### src/include/aphp_params.svh
/*
 Timing counts, field positions and reset values for the parallel host port.
 Assumes inclusion by bare name from the package and the design files.
*/
`ifndef APHP_PARAMS_SVH
`define APHP_PARAMS_SVH

`define APHP_DATA_W 12
`define APHP_ADDR_LSB 10
`define APHP_ADDR_MSB 11
`define APHP_FIELD_W 10
`define APHP_CR0_RESET 10'h000
`define APHP_CR1_RESET 10'h000
`define APHP_CR0_EXTREF_BIT 0
`define APHP_CR1_WRONLY_BIT 0
`define APHP_CR1_DAV_HIGH_BIT 1
`define APHP_CR1_DAV_PULSE_BIT 2
`define APHP_CR1_FIFO_RST_BIT 3
`define APHP_RA_CR0 2'h0
`define APHP_RA_CR1 2'h1
`define APHP_FIFO_DEPTH 16
`define APHP_DAV_PULSE_NS 50
`define APHP_CLK_PERIOD_NS 25
`define APHP_DAV_PULSE_CYC ((`APHP_DAV_PULSE_NS + `APHP_CLK_PERIOD_NS - 1) / `APHP_CLK_PERIOD_NS)

`endif

### src/include/aphp_pkg.sv
/*
 Types shared by the parallel host port design files.
 Assumes the params header sits on the include path.
*/
`include "aphp_params.svh"

package aphp_pkg;
	typedef logic [`APHP_DATA_W-1:0] aphp_word_type;

	typedef struct packed {
		logic cs_low_n;
		logic cs_high;
		logic wr_rw;
		logic rd_n;
	} aphp_strobe_type;

	typedef struct packed {
		logic ext_ref;
		logic write_only;
		logic dav_active_high;
		logic dav_pulse;
	} aphp_cfg_type;

	typedef enum logic [3:0] {
		APHP_IDLE = 4'b0001,
		APHP_READ = 4'b0010,
		APHP_WRITE = 4'b0100,
		APHP_WAIT = 4'b1000
	} aphp_state_type;
endpackage

### src/rtl/aphp_sync.sv
/*
 Two-flop synchroniser for a group of pin inputs.
 Assumes the inputs are asynchronous to sys_clk_i.
*/
`timescale 1ns/1ps

module aphp_sync #(
	parameter int WIDTH = 1
) (
	// Clock and reset
	input wire logic sys_clk_i,
	input wire logic reset_i,
	// Data
	input wire logic [WIDTH-1:0] async_i,
	input wire logic [WIDTH-1:0] reset_val_i,
	output logic [WIDTH-1:0] sync_o
);
	logic [WIDTH-1:0] meta_q;
	logic [WIDTH-1:0] meta_d;
	logic [WIDTH-1:0] sync_q;
	logic [WIDTH-1:0] sync_d;

	initial begin
		if (WIDTH < 1) $error("aphp_sync: WIDTH must be at least 1");
	end

	always_comb begin
		meta_d = async_i;
		sync_d = meta_q;
	end

	// Reset value is a tied constant from the instantiating module
	always_ff @(posedge sys_clk_i) begin
		if (reset_i) begin
			meta_q <= reset_val_i;
			sync_q <= reset_val_i;
		end else begin
			meta_q <= meta_d;
			sync_q <= sync_d;
		end
	end

	assign sync_o = sync_q;
endmodule

### src/rtl/aphp_host_port.sv
/*
 Parallel host port of a dual-input sampling converter: tristate data bus,
 selectable strobe scheme, two control registers, sample FIFO with overflow
 flag and a data-available output.
 Assumes strobes and data pins are asynchronous and held stable for several
 sys_clk_i periods; conversion results arrive as one-cycle pulses on sys_clk_i.
*/
`timescale 1ns/1ps
`include "aphp_params.svh"

module aphp_host_port #(
	parameter int DEPTH = `APHP_FIFO_DEPTH,
	parameter int PULSE_CYC = `APHP_DAV_PULSE_CYC,
	parameter int DAV_LEVEL = 1
) (
	// Clock and reset
	input wire logic sys_clk_i,
	input wire logic reset_i,
	// Host pins
	input wire aphp_pkg::aphp_strobe_type strobe_i,
	input wire aphp_pkg::aphp_word_type host_data_bus_i,
	output aphp_pkg::aphp_word_type host_data_bus_o,
	output logic host_data_bus_oe_n_o,
	// Converter side
	input wire logic sample_valid_i,
	input wire aphp_pkg::aphp_word_type sample_i,
	// Status and configuration
	output logic fifo_overflow_flag_o,
	output logic sample_ready_out_o,
	output logic ext_ref_sel_o,
	output logic [`APHP_FIELD_W-1:0] ctrl_reg0_o,
	output logic [`APHP_FIELD_W-1:0] ctrl_reg1_o
);
	import aphp_pkg::*;

	localparam int PTR_W = $clog2(DEPTH);
	localparam int CNT_W = PTR_W + 1;
	localparam logic [CNT_W-1:0] FULL = CNT_W'(DEPTH);

	initial begin
		if (DEPTH < 2 || (DEPTH & (DEPTH - 1)) != 0) $error("DEPTH must be a power of two, at least 2");
		if (PULSE_CYC < 1 || PULSE_CYC > 255) $error("PULSE_CYC must be 1 to 255");
		if (DAV_LEVEL < 1 || DAV_LEVEL > DEPTH) $error("DAV_LEVEL must be 1 to DEPTH");
	end

	// Synchronised pins
	aphp_strobe_type strb_s;
	aphp_word_type din_s;

	aphp_sync #(.WIDTH(4)) u_sync_strobe (
		.sys_clk_i(sys_clk_i),
		.reset_i(reset_i),
		.async_i(strobe_i),
		.reset_val_i(4'b1011),
		.sync_o(strb_s)
	);

	aphp_sync #(.WIDTH(`APHP_DATA_W)) u_sync_data (
		.sys_clk_i(sys_clk_i),
		.reset_i(reset_i),
		.async_i(host_data_bus_i),
		.reset_val_i(12'h000),
		.sync_o(din_s)
	);

	// Control registers
	logic [`APHP_FIELD_W-1:0] cr0_q, cr0_d, cr1_q, cr1_d;
	logic write_only;
	logic sel, rd_req, wr_req;
	aphp_state_type state_q, state_d;

	assign write_only = cr1_q[`APHP_CR1_WRONLY_BIT];
	assign sel = !strb_s.cs_low_n && strb_s.cs_high;

	// Both strobe schemes decoded from the current mode
	always_comb begin
		if (write_only) begin
			wr_req = sel && !strb_s.wr_rw;
			rd_req = sel && !strb_s.rd_n && strb_s.wr_rw;
		end else begin
			// Read strobe ignored in read-write mode; low R/W means write
			wr_req = sel && !strb_s.wr_rw;
			rd_req = sel && strb_s.wr_rw;
		end
	end

	// FIFO state
	aphp_word_type mem_q [DEPTH];
	logic [PTR_W-1:0] wptr_q, wptr_d, rptr_q, rptr_d;
	logic [CNT_W-1:0] cnt_q, cnt_d;
	logic ovf_q, ovf_d;
	logic fifo_rst, pop, push;
	aphp_word_type dout_q, dout_d;
	logic oe_n_q, oe_n_d;

	assign fifo_rst = cr1_q[`APHP_CR1_FIFO_RST_BIT];

	// Access sequencer: one register update or FIFO pop per strobe
	always_comb begin
		state_d = state_q;
		cr0_d = cr0_q;
		cr1_d = cr1_q;
		pop = 1'b0;
		dout_d = dout_q;
		oe_n_d = 1'b1;
		// FIFO reset bit self-clears after one cycle
		cr1_d[`APHP_CR1_FIFO_RST_BIT] = 1'b0;
		case (state_q)
			APHP_IDLE: begin
				if (wr_req) begin
					state_d = APHP_WRITE;
				end else if (rd_req) begin
					state_d = APHP_READ;
					pop = (cnt_q != '0);
					dout_d = (cnt_q != '0) ? mem_q[rptr_q] : '0;
				end
			end
			APHP_WRITE: begin
				// Data sampled a cycle late to let the bus settle
				if (din_s[`APHP_ADDR_MSB:`APHP_ADDR_LSB] == `APHP_RA_CR0) begin
					cr0_d = din_s[`APHP_FIELD_W-1:0];
				end else if (din_s[`APHP_ADDR_MSB:`APHP_ADDR_LSB] == `APHP_RA_CR1) begin
					cr1_d = din_s[`APHP_FIELD_W-1:0];
				end
				state_d = APHP_WAIT;
			end
			APHP_READ: begin
				oe_n_d = !rd_req;
				if (!rd_req) state_d = APHP_IDLE;
			end
			APHP_WAIT: begin
				if (!wr_req) state_d = APHP_IDLE;
			end
			default: state_d = APHP_IDLE;
		endcase
		if (state_q == APHP_IDLE && rd_req) oe_n_d = 1'b0;
	end

	// FIFO next state; overflow set wins over FIFO reset clear
	// A pop frees a slot in the same cycle, so a full FIFO still takes a sample then
	always_comb begin
		push = sample_valid_i && (cnt_q != FULL || pop);
		wptr_d = wptr_q + PTR_W'(push);
		rptr_d = rptr_q + PTR_W'(pop);
		cnt_d = cnt_q + CNT_W'(push) - CNT_W'(pop);
		ovf_d = ovf_q;
		if (fifo_rst) begin
			wptr_d = '0;
			rptr_d = '0;
			cnt_d = '0;
			ovf_d = 1'b0;
		end
		if (sample_valid_i && cnt_q == FULL && !pop) ovf_d = 1'b1;
	end

	// Data-available: level at or above threshold, or a pulse on crossing it
	logic above, above_q, above_d;
	logic [7:0] pcnt_q, pcnt_d;
	logic dav_q, dav_d;

	always_comb begin
		above = cnt_q >= CNT_W'(DAV_LEVEL);
		above_d = above;
		pcnt_d = (pcnt_q != 8'h00) ? pcnt_q - 8'h01 : 8'h00;
		if (above && !above_q) pcnt_d = 8'(PULSE_CYC);
		// XNOR with the polarity bit inverts the pin when active low is chosen
		dav_d = (cr1_q[`APHP_CR1_DAV_PULSE_BIT] ? (pcnt_d != 8'h00) : above)
			~^ cr1_q[`APHP_CR1_DAV_HIGH_BIT];
	end

	always_ff @(posedge sys_clk_i) begin
		if (reset_i) begin
			state_q <= APHP_IDLE;
			cr0_q <= `APHP_CR0_RESET;
			cr1_q <= `APHP_CR1_RESET;
			wptr_q <= '0;
			rptr_q <= '0;
			cnt_q <= '0;
			ovf_q <= 1'b0;
			dout_q <= '0;
			oe_n_q <= 1'b1;
			above_q <= 1'b0;
			pcnt_q <= 8'h00;
			// Inactive level of the default active-low polarity, so no false interrupt
			dav_q <= 1'b1;
		end else begin
			state_q <= state_d;
			cr0_q <= cr0_d;
			cr1_q <= cr1_d;
			wptr_q <= wptr_d;
			rptr_q <= rptr_d;
			cnt_q <= cnt_d;
			ovf_q <= ovf_d;
			dout_q <= dout_d;
			oe_n_q <= oe_n_d;
			above_q <= above_d;
			pcnt_q <= pcnt_d;
			dav_q <= dav_d;
		end
	end

	always_ff @(posedge sys_clk_i) begin
		if (push) mem_q[wptr_q] <= sample_i;
	end

	// Outputs; bit 0 of the bus is the least significant sample bit
	assign host_data_bus_o = dout_q;
	assign host_data_bus_oe_n_o = oe_n_q;
	assign fifo_overflow_flag_o = ovf_q;
	assign sample_ready_out_o = dav_q;
	assign ext_ref_sel_o = cr0_q[`APHP_CR0_EXTREF_BIT];
	assign ctrl_reg0_o = cr0_q;
	assign ctrl_reg1_o = cr1_q;

	chk_ovf_sticky: assert property (@(posedge sys_clk_i) disable iff (reset_i)
		ovf_q && !fifo_rst |=> ovf_q) else $error("overflow flag dropped without clear");
	chk_ovf_set: assert property (@(posedge sys_clk_i) disable iff (reset_i)
		sample_valid_i && cnt_q == FULL && !pop |=> ovf_q) else $error("overflow not flagged");
	chk_ovf_clear: assert property (@(posedge sys_clk_i) disable iff (reset_i)
		$fell(ovf_q) |-> $past(fifo_rst) || $past(reset_i)) else $error("overflow cleared without FIFO reset");
	chk_bus_drive: assert property (@(posedge sys_clk_i) disable iff (reset_i)
		!oe_n_q |-> $past(rd_req)) else $error("bus driven outside read");
	chk_sel_gate: assert property (@(posedge sys_clk_i) disable iff (reset_i)
		!sel && state_q == APHP_IDLE |=> state_q == APHP_IDLE && oe_n_q) else $error("access while deselected");
	chk_rd_ignored: assert property (@(posedge sys_clk_i) disable iff (reset_i)
		!write_only && sel && strb_s.wr_rw && state_q == APHP_IDLE |=> state_q == APHP_READ)
		else $error("read strobe gated a read in read-write mode");
	chk_wr_cr0: assert property (@(posedge sys_clk_i) disable iff (reset_i)
		state_q == APHP_WRITE && din_s[11:10] == 2'h0 |=> cr0_q == $past(din_s[9:0]))
		else $error("control register 0 not written");
	chk_write_len: assert property (@(posedge sys_clk_i) disable iff (reset_i)
		state_q == APHP_IDLE && wr_req |=> state_q == APHP_WRITE ##1 state_q == APHP_WAIT)
		else $error("write sequence broken");
	chk_ref_sel: assert property (@(posedge sys_clk_i) disable iff (reset_i)
		state_q == APHP_WRITE && din_s[11:10] == 2'h0 |=> ext_ref_sel_o == $past(din_s[0]))
		else $error("reference select mismatch");
	chk_reset_def: assert property (@(posedge sys_clk_i)
		reset_i |=> cr0_q == 10'h000 && cr1_q == 10'h000) else $error("defaults not loaded");
	chk_dav_level: assert property (@(posedge sys_clk_i) disable iff (reset_i)
		!cr1_q[2] |=> sample_ready_out_o == (($past(cnt_q) >= CNT_W'(DAV_LEVEL)) ~^ $past(cr1_q[1])))
		else $error("data-available level wrong");
endmodule

### config.mk
export PLATFORM = sky130hd
export DESIGN_NAME = aphp_host_port
export DESIGN_NICKNAME = d
export VERILOG_FILES = /design/src/include/aphp_pkg.sv /design/src/rtl/aphp_sync.sv /design/src/rtl/aphp_host_port.sv
export VERILOG_INCLUDE_DIRS = /design/src /design/src/include
export SDC_FILE = /design/constraint.sdc
export NUM_CORES = 1
export LEC_CHECK = 0
export BUFFER_PORTS_ARGS = -buffer_cell sky130_fd_sc_hd__buf_2
export CELL_PAD_IN_SITES_DETAIL_PLACEMENT = 1
export CELL_PAD_IN_SITES_GLOBAL_PLACEMENT = 1
export CORE_ASPECT_RATIO = 0.5
export CORE_UTILIZATION = 52
export DETAILED_ROUTE_END_ITERATION = 16
export PLACE_DENSITY = 0.84
export SKIP_LAST_GASP = 1
export SLEW_MARGIN = 10
export SYNTH_ARGS = -nofsm -noshare
export SYNTH_HDL_FRONTEND = slang
export SYNTH_HIERARCHICAL = 1
export SYNTH_SLANG_ARGS = --single-unit
### constraint.sdc
create_clock -name sys_clk_i -period 3.3 [get_ports sys_clk_i]
set_input_delay 0.33 -clock sys_clk_i [delete_from_list [all_inputs] [get_ports sys_clk_i]]
set_output_delay 0.33 -clock sys_clk_i [all_outputs]
set_load 0.1 [all_outputs]
## Word-level counts from Yosys, hierarchy flattened

Memories as Yosys holds them, arrays and structs flattened. A register that Yosys moved wholly into a read port is not among the register bits.
Index checks and enable logic that the tools add are counted.

| word-level totals | value |
|---|---|
| memories kept | 1 |
| bits of input ports | 31 |
| logic and storage cells | 87 |
| bits in writable memories | 192 |
| bits in registers | 93 |
| output and inout port bits | 36 |

Memories:

| name | depth | bits a word | rd ports | clocked after memory_dff | write ports | line | source |
|---|---|---|---|---|---|---|---|
| mem_q | 16 | 12 | 1 | 1 | 1 | aphp_host_port.sv:88 | `aphp_word_type mem_q [DEPTH];` |

| cells by class | value |
|---|---|
| bitwise operators | 5 |
| $add $sub $neg | 5 |
| $lt $le $gt $ge | 1 |
| equality and inequality tests | 10 |
| reduce and logical (&&, ||, !) cells | 28 |
| mux-type cells | 20 |

Operators by type and width:

| operator | number |
|---|---|
| $mux 4 | 5 |
| $mux 8 | 2 |
| $pmux 4 s4 | 1 |
| $reduce_bool 8->1 | 2 |
| $mux 12 | 1 |
| $mux 1 | 11 |
| $logic_and 1x1->1 | 10 |
| $reduce_and 3->1 | 3 |
| $add 4x1->4 | 2 |
| $sub 8x1->8 const B | 1 |
| $logic_not 1->1 | 6 |
| $add 5x1->5 | 1 |
| $eq 5x5->1 const B | 1 |
| $ge 5x1->1 const B | 1 |
| $ne 5x5->1 const B | 1 |
| $reduce_bool 5->1 | 1 |
| $sub 5x1->5 | 1 |
| $eq 4x1->1 const B | 1 |
| $eq 4x2->1 const B | 1 |
| $eq 4x3->1 const B | 1 |
| $eq 4x4->1 const B | 1 |
| $ne 2x2->1 const B | 2 |
| $not 1->1 | 4 |
| $reduce_or 4->1 | 1 |
| 8 further kinds | 8 |

## Logic depth before layout (Yosys ltp)

Gate-level depths: netlist of the first run.

| depth | value |
|---|---|
| depth after elaboration | 12 |
| depth in mapped cells | 12 |

## By module

The synthesis of the first run kept the hierarchy.

By module, submodules not included:

| module | cells an instance | times used | area an instance (µm²) |
|---|---|---|---|
| aphp_host_port | 575 | 1 | 9934.5 |
| aphp_sync at u_sync_data | 51 | 1 | 877.1 |
| aphp_sync at u_sync_strobe | 17 | 1 | 291.5 |

## Worst setup path after synthesis of the first run

No wires, ideal clock.

| timing | value |
|---|---|
| path type | register to register |
| from | register cr1_q[0] (netlist: ctrl_reg1_o[0]) |
| to | register cnt_q[4] |
| buffers on the path | 0 |
| cell stages (with the launch flop) | 12 |
| setup time | 0.070 ns |
| arrival time | 2.932 ns |
| path slack | 0.298 ns |
| clock period less this slack | 3.002 ns |
| path through | dfxtp_1 > nand2_1 > nand4b_4 > a21oi_1 > ha_1 > inv_1 > ha_1 > fa_1 > a21oi_1 > nor2_1 > or3_1 > a21oi_1 |

| on the way | value |
|---|---|
| longest elaborated chain between the ends | 8 |

Ends and longest elaborated chain:

| what | line | source |
|---|---|---|
| from (decl) | aphp_host_port.sv:67 | `` logic [`APHP_FIELD_W-1:0] cr0_q, cr0_d, cr1_q, cr1_d; `` |
| from (signal assigned) | aphp_host_port.sv:175 | `` cr1_q <= `APHP_CR1_RESET; `` |
| from (signal assigned) | aphp_host_port.sv:189 | `cr1_q <= cr1_d;` |
| $mux 1 (*) | aphp_host_port.sv:77 | `if (write_only) begin` |
| $mux 1 (*) | aphp_host_port.sv:112 | `end else if (rd_req) begin` |
| $mux 1 (*) | aphp_host_port.sv:110 | `if (wr_req) begin` |
| $mux 1 (*) | aphp_host_port.sv:108 | `case (state_q)` |
| $logic_or 1x1->1 | aphp_host_port.sv:142 | `push = sample_valid_i && (cnt_q != FULL \|\| pop);` |
| $logic_and 1x1->1 | aphp_host_port.sv:142 |  |
| $add 5x1->5 | aphp_host_port.sv:145 | `cnt_d = cnt_q + CNT_W'(push) - CNT_W'(pop);` |
| $sub 5x1->5 (*) | aphp_host_port.sv:145 |  |
| to (signal assigned) | aphp_host_port.sv:192 | `cnt_q <= cnt_d;` |
| to (decl) | aphp_host_port.sv:90 | `logic [CNT_W-1:0] cnt_q, cnt_d;` |

Mark *: on every way between the ends. The rest lies on a longest branch, timed or not.
A chain may end at the register's enable or synchronous reset.

## Final worst setup path of the first run

| timing | value |
|---|---|
| from | register state_q[3] |
| to | register cnt_q[4] |

| on the way | value |
|---|---|
| longest elaborated chain between the ends | 6 |

Ends and longest elaborated chain:

| what | line | source |
|---|---|---|
| from (decl) | aphp_host_port.sv:70 | `aphp_state_type state_q, state_d;` |
| from (signal assigned) | aphp_host_port.sv:187 | `state_q <= state_d;` |
| $eq 4x1->1 (*) | aphp_host_port.sv:108 |  |
| $mux 1 (*) | aphp_host_port.sv:108 |  |
| $logic_or 1x1->1 | aphp_host_port.sv:142 |  |
| $logic_and 1x1->1 | aphp_host_port.sv:142 |  |
| $add 5x1->5 | aphp_host_port.sv:145 |  |
| $sub 5x1->5 (*) | aphp_host_port.sv:145 |  |

Marks and branches as above.

==> results of run 1 <==
-- synth_stat cells, drive strengths merged (3+ instances only) --
cell type,count,area (µm²)
buf,15,133
o31ai,3,22.5
inv,27,101
nand2,17,63.8
or3,4,30.0
dfxtp,93,1860
o21ai,17,85.1
nor4,4,25.0
ha,13,163
nor3,5,30.0
clkbuf,14,52.6
nand2b,7,43.8
xnor2,5,43.8
mux2,32,465
a21oi,10,50.1
nand3b,3,22.5
nor3b,5,37.5
mux2i,20,200
nor2,52,195
a21o,3,22.5
and2,8,50.1
nor2b,3,18.8
mux4,60,1350
edfxtp,192,5770
nand3,4,20.0
-- flip-flops by register name (all words and copies together) (netlist names), 5 cells and up --
name and flops:
ctrl_reg1_o 10, pcnt_q 8, cnt_q 5, host_data_bus_o 12
ctrl_reg0_o 10, u_sync_data/meta_q 12, u_sync_data/sync_o 12, mem_q 192
-- layer usage --
metal | wire [µm] | vias to the layer above
met1 | 10100 | 3092
met5 | 0 | -
met3 | 1990 | 41
met2 | 12800 | 228
met4 | 514 | 0
li1 | - | 2651
-- logic make-up after synthesis --
| logic type | share of synthesized area, % |
|---|---|
| flops | 68.7 |
| compound gates | 2.27 |
| simple gates | 6.03 |
| mux | 18.2 |
| other cells | 0.0676 |
| xor+xnor | 0.552 |
| fa+ha+maj | 1.65 |
| buf+inv | 2.58 |
-- where the power goes --
part | leakage (nW) | total (mW) | switching, mW | internal, mW
clock network | 0.400 | 2.94 | 1.28 | 1.67
registers | 2.50 | 4.14 | 0.138 | 4.00
logic | 1.80 | 1.24 | 0.704 | 0.532
total | 4.70 | 8.32 | 2.12 | 6.20
-- per-stage QoR --
stage               power [mW]  utilization (%)  instances  setup WS [ns]
finish                    8.32             61.4       1051          0.172
floorplan                 5.13                -        673          0.298
global placement          5.36             57.5       1007          0.363
detailed placement        5.45             57.5       1007          0.206
CTS                       8.41             61.4       1051          0.181
global route              8.65             61.4       1051         0.0331
-- final timing paths --
check | startpoint | endpoint | slack [ns] | cells past startpoint
worst min-delay path | host_data_bus_i[1] | u_sync_data/meta_q[1] | 0.02 | 2
worst min register to register | host_data_bus_o[1] | host_data_bus_o[1] | 0.45 | 2
worst max-delay path | state_q[3] | cnt_q[4] | 0.17 | 11
worst max register to register | state_q[3] | cnt_q[4] | 0.17 | 11
-- worst register-to-register path: cells and delay by family (launching register included) --
family,cells,cell delay (ns)
buffers and inverters,1,0.04
AOI/OAI and AO/OA,3,0.60
and+or+nand+nor,4,1.15
DFF,1,0.35
adders and majority gates,3,0.90
-- final cells by class --
| cell class | count | area [µm²] |
|---|---|---|
| Fill cell | 1901 | 8000 |
| Sequential cell | 285 | 7630 |
| Multi-Input combinational cell | 332 | 3320 |
| Clock buffer | 32 | 671 |
| Timing Repair Buffer | 90 | 536 |
| Tap cell | 273 | 342 |
| Clock inverter | 12 | 141 |
| Inverter | 27 | 101 |
==> impl_metrics.yaml, run 1 <==
status:
  outcome: "completed"
floorplan:
  die_x_um: 209
  rows: 37
  die_h_um: 105
  core_area_mm2: 0.0207
  start_util_pct: 53.5
  io-pin-count: 67
  die_area_mm2: 0.0220
synthesis:
  syn-instance-count: 643
  ys_warn_count: 6
  synth_seq_cells: 285
  synth-async-reset-ratio_pct: 0
  synth_ff_type: "edfxtp_1"
  netlist_area_mm2: 0.0111
  synth-seq-area-share_pct: 68.7
  synth_edf_count: 192
  synth_cell_types: 51
  syn_area_per_cell_um2: 17.3
clock_network:
  clkTransAtPathRegs_ns: 0.07
  cts_tree: "done"
  cts_buffers: 24
  cts_htree_levels: 1
  post_cts_buffers: 0
  post_cts_resized: 0
  clock_latency_ns: 0.53
  root_buffer: "clkbuf_16"
  cts_sinks: 285
  cts_hold_buf: 0
  cts_buffer_depth: 3
timing:
  slew-limit-headroom_pct: 28.7
  slew_viol_final: 0
  finalSetupViolCount: 0
  rsz0062_at_grt: "false"
  fmax_mhz: 320
  finalSetupTns_ns: 0
  fin_crit_sh_pct: 94.8
  skew_ns: 0.0141
  hold_slack_ns: 0.0240
  finalHoldViolations: 0
  worst_pin_slew_ns: 1.07
  fin_crit_ns: 3.13
grt:
  overflow: 0
  grt_pass1_vias: 6533
  grt_use_met2_pct: 42.1
  grt_first_pass_wirelength_mm: 38.9
  grt_use_met3_pct: 4.86
  antenna_found_initial: 0
  grt_usage_pct: 24.2
  met1_usage_pct: 31.6
  top_usage_layer: "met2"
  grt_max_degree: 48
hold_path:
  min_path_type: "input pin to flop"
critical_path:
  path_cells: "or4b_4, nand4b_4, a31o_1, ha_1, inv_1, ha_1, fa_1, a21oi_1, nor2_1, or3_1, a21oi_1"
  slowest_stage: "or4b_4"
  path_buf_inv: 1
  slowest_delay_ns: 0.57
  path_delay_family: "simple AND/OR/NAND/NOR gates"
  path_class: "flop to flop"
  critPathRequiredTime_ns: 3.75
  crit_fanout: 5
  start_kind: "flop"
  cp_data_arrival_time_ns: 3.58
  endpoint_kind: "flop"
route:
  drtPass1Iterations: 5
  drt-total-wl_mm: 25.4
  drc_errors: 0
  drt_iter0_drc: 498
  via_per_inst: 5.72
  detail-route-antenna-nets: 0
  vias: 6012
  wl_per_cell_um: 24.1
place:
  placed_area_mm2: 0.0119
  hpwl_mm: 14.7
  gp_congestion: 0.755
  port_buffers: 66
finish:
  drive_gt1_share_pct: 29.6
  layout_common_cells: "edfxtp_1 (192), dfxtp_1 (91), buf_2 (66)"
  layout_commonest_cell: "edfxtp_1"
  finalNetCount: 805
  insertedDiodeCount: 0
  synthToLayoutAreaGrowth_pct: 14.7
  fin_area_mm2: 0.0127
power:
  p_leak_nw: 4.70
  irDropWorstVdd_v: 0.000357
  p_per_area_mw_per_mm2: 653
flow_run:
  maxCapViolations: 0
Note: power is estimated with default switching activity, not from simulation.
==> run 2, diff against run 1 <==
CORE_UTILIZATION = 51   (was 52)
PLACE_DENSITY = 0.83   (was 0.84)
SYNTH_HIERARCHICAL = default   (was 1)
==> impl_metrics.yaml, run 2 <==
clock_network:
  cts_htree_levels: 1
  cts_tree: "done"
  post_cts_resized: 0
  root_buffer: "clkbuf_16"
  cts_buffer_depth: 3
  cts_buffers: 24
  clkTransAtPathRegs_ns: 0.06
  cts_sinks: 285
  clock_latency_ns: 0.52
finish:
  drive_gt1_share_pct: 28.4
  largest_reg_flops: 192
  nFillCells: 1907
  finalNetCount: 784
  post-route-util_pct: 60.5
  layout_commonest_cell: "edfxtp_1"
  synthToLayoutAreaGrowth_pct: 15.5
  insertedDiodeCount: 0
  regMostFlops: "mem_q"
  fin_area_mm2: 0.0125
  layout_common_cells: "edfxtp_1 (192), dfxtp_1 (91), buf_2 (66)"
power:
  swShare_pct: 23.8
  intPower_mw: 6.04
  clockPowerShare_pct: 36.8
  p_leak_nw: 4.41
  switchingPower_mw: 1.88
  seqPwrFrac_pct: 51.2
  irDropWorstVdd_v: 0.000410
  p_per_area_mw_per_mm2: 634
  comb_power_share_pct: 12.0
synthesis:
  synth-async-reset-ratio_pct: 0
  synth_top_cell_area_share_pct: 53.4
  synthTopCellsByCount: "edfxtp_1 (192), dfxtp_1 (93), mux4_2 (60), nor2_1 (53), nor2b_1 (33)"
  synth-seq-area-share_pct: 70.6
  syn_area_per_cell_um2: 16.8
  synth_ff_type: "edfxtp_1"
  synth_edf_count: 192
  syn_nets: 688
  synth_seq_cells: 285
  ys_warn_count: 0
  synth_top_cell_by_area: "edfxtp_1"
  synth_most_common_cell: "edfxtp_1"
  synth_area_leaders: "edfxtp_1 (53%), dfxtp_1 (17%), mux4_2 (13%), mux2i_1 (1.9%), nor2b_1 (1.9%)"
  synth_cell_types: 47
  netlist_area_mm2: 0.0108
  syn-instance-count: 643
floorplan:
  rows: 37
  die_h_um: 105
  core_area_mm2: 0.0206
  start_util_pct: 52.3
  die_x_um: 208
  die_area_mm2: 0.0218
  io-pin-count: 67
timing:
  skew_ns: 0.0139
  fmax_mhz: 325
  finalSetupTns_ns: 0
  rsz0062_at_grt: "false"
  hold_slack_ns: 0.0246
  slew-limit-headroom_pct: 32.5
  finalHoldViolations: 0
  slew_viol_final: 0
  finalSetupViolCount: 0
  fin_crit_sh_pct: 93.3
  fin_crit_ns: 3.08
  worst_pin_slew_ns: 1.01
grt:
  overflow: 0
  grt_pass1_vias: 6250
  grt_max_degree: 66
  antenna_found_initial: 0
  grt_usage_pct: 22.5
  grt_first_pass_wirelength_mm: 36.4
place:
  placed_area_mm2: 0.0117
  hpwl_mm: 14.7
  port_buffers: 66
  gp_congestion: 0.744
route:
  wl_per_cell_um: 23.0
  drt_iter0_drc: 378
  drc_errors: 0
  drt-total-wl_mm: 23.7
  via_per_inst: 5.69
  detail-route-antenna-nets: 0
  vias: 5864
  drtPass1Iterations: 5
critical_path:
  path_cells: "nor4b_4, nand4_1, a31oi_4, inv_2, ha_1, inv_1, ha_1, fa_1, a21oi_1, nor2_1, or3_1, a21oi_1"
  cp_data_arrival_time_ns: 3.52
  critPathRequiredTime_ns: 3.74
  start_kind: "flop"
  slowest_stage: "dfxtp_1"
  slowest_delay_ns: 0.48
  crit_fanout: 7
  path_class: "flop to flop"
  endpoint_kind: "flop"
status:
  outcome: "completed"
flow_run:
  maxCapViolations: 0
hold_path:
  min_path_type: "input pin to flop"
## run 2: layer usage
layer / global-route usage, % / routed length (µm)
met5: 0 / 0
met2: 38.3 / 11600
met1: 29.4 / 9990
met4: 6.35 / 600
met3: 4.75 / 1560
## run 2: worst paths after layout
check	startpoint	to	slack (ns)	cells after the start
worst max register to register	state_q[0]	cnt_q[4]	0.22	12
worst max-delay path	state_q[0]	cnt_q[4]	0.22	12
worst min-delay path	strobe_i[0]	u_sync_strobe.meta_q[0]	0.02	2
worst min register to register	u_sync_strobe.meta_q[1]	u_sync_strobe.sync_o[1]	0.41	1
## run 2: cells by family after synthesis
family | after synthesis | share of synthesized area, %
AND/OR/NAND/NOR | 160 | 7.99
flip-flops | 285 | 70.6
buffers and inverters | 56 | 2.05
XOR/XNOR | 10 | 0.810
AO/OA/AOI/OAI | 36 | 2.33
multiplexers | 82 | 14.6
adder cells (fa/ha/maj) | 14 | 1.69
## run 2: power by group through the flow
stage	clock network, mW	registers [mW]	logic [mW]
floorplan	0	4.17	0.659
global placement	0	4.12	0.918
detailed placement	0	4.13	0.958
CTS	2.97	4.06	0.968
global route	3.09	4.07	1.06
finish	2.91	4.06	0.953
## run 2: repair_timing
item / 4_1_cts / 5_1_grt
setup endpoints to repair: 0 / 1
hold buffers: 1 / 0
endpoints found under the hold margin: 1 / 0
setup buffers: 0 / 1
## run 2: area by class of cell
| type | count | area, µm² | area share [%] |
|---|---|---|---|
| inverters | 27 | 101 | 0.812 |
| multi-input cells | 302 | 2990 | 24.0 |
| repair buffers | 99 | 606 | 4.85 |
| clock buffers | 36 | 722 | 5.78 |
| well taps | 273 | 342 | 2.74 |
| flip-flops and latches | 285 | 7630 | 61.1 |
| clock inverters | 8 | 91.3 | 0.731 |
## run 2: worst max-delay path: cells and delay by family, from the launching register on
kind,cells,cell delay (ns)
AOI/OAI and AO/OA,3,0.59
buffers and inverters,2,0.09
DFF,1,0.48
and+or+nand+nor,4,0.96
adders and majority gates,3,0.89
## run 2: metrics by stage
step	setup slack [ns]	total power [mW]	cells
2_1_floorplan	0.271	4.83	643
3_3_place_gp	0.354	5.04	984
3_5_place_dp	0.205	5.09	984
4_1_cts	0.168	8.00	1029
5_1_grt	0.00439	8.22	1030
6_report	0.220	7.92	1030
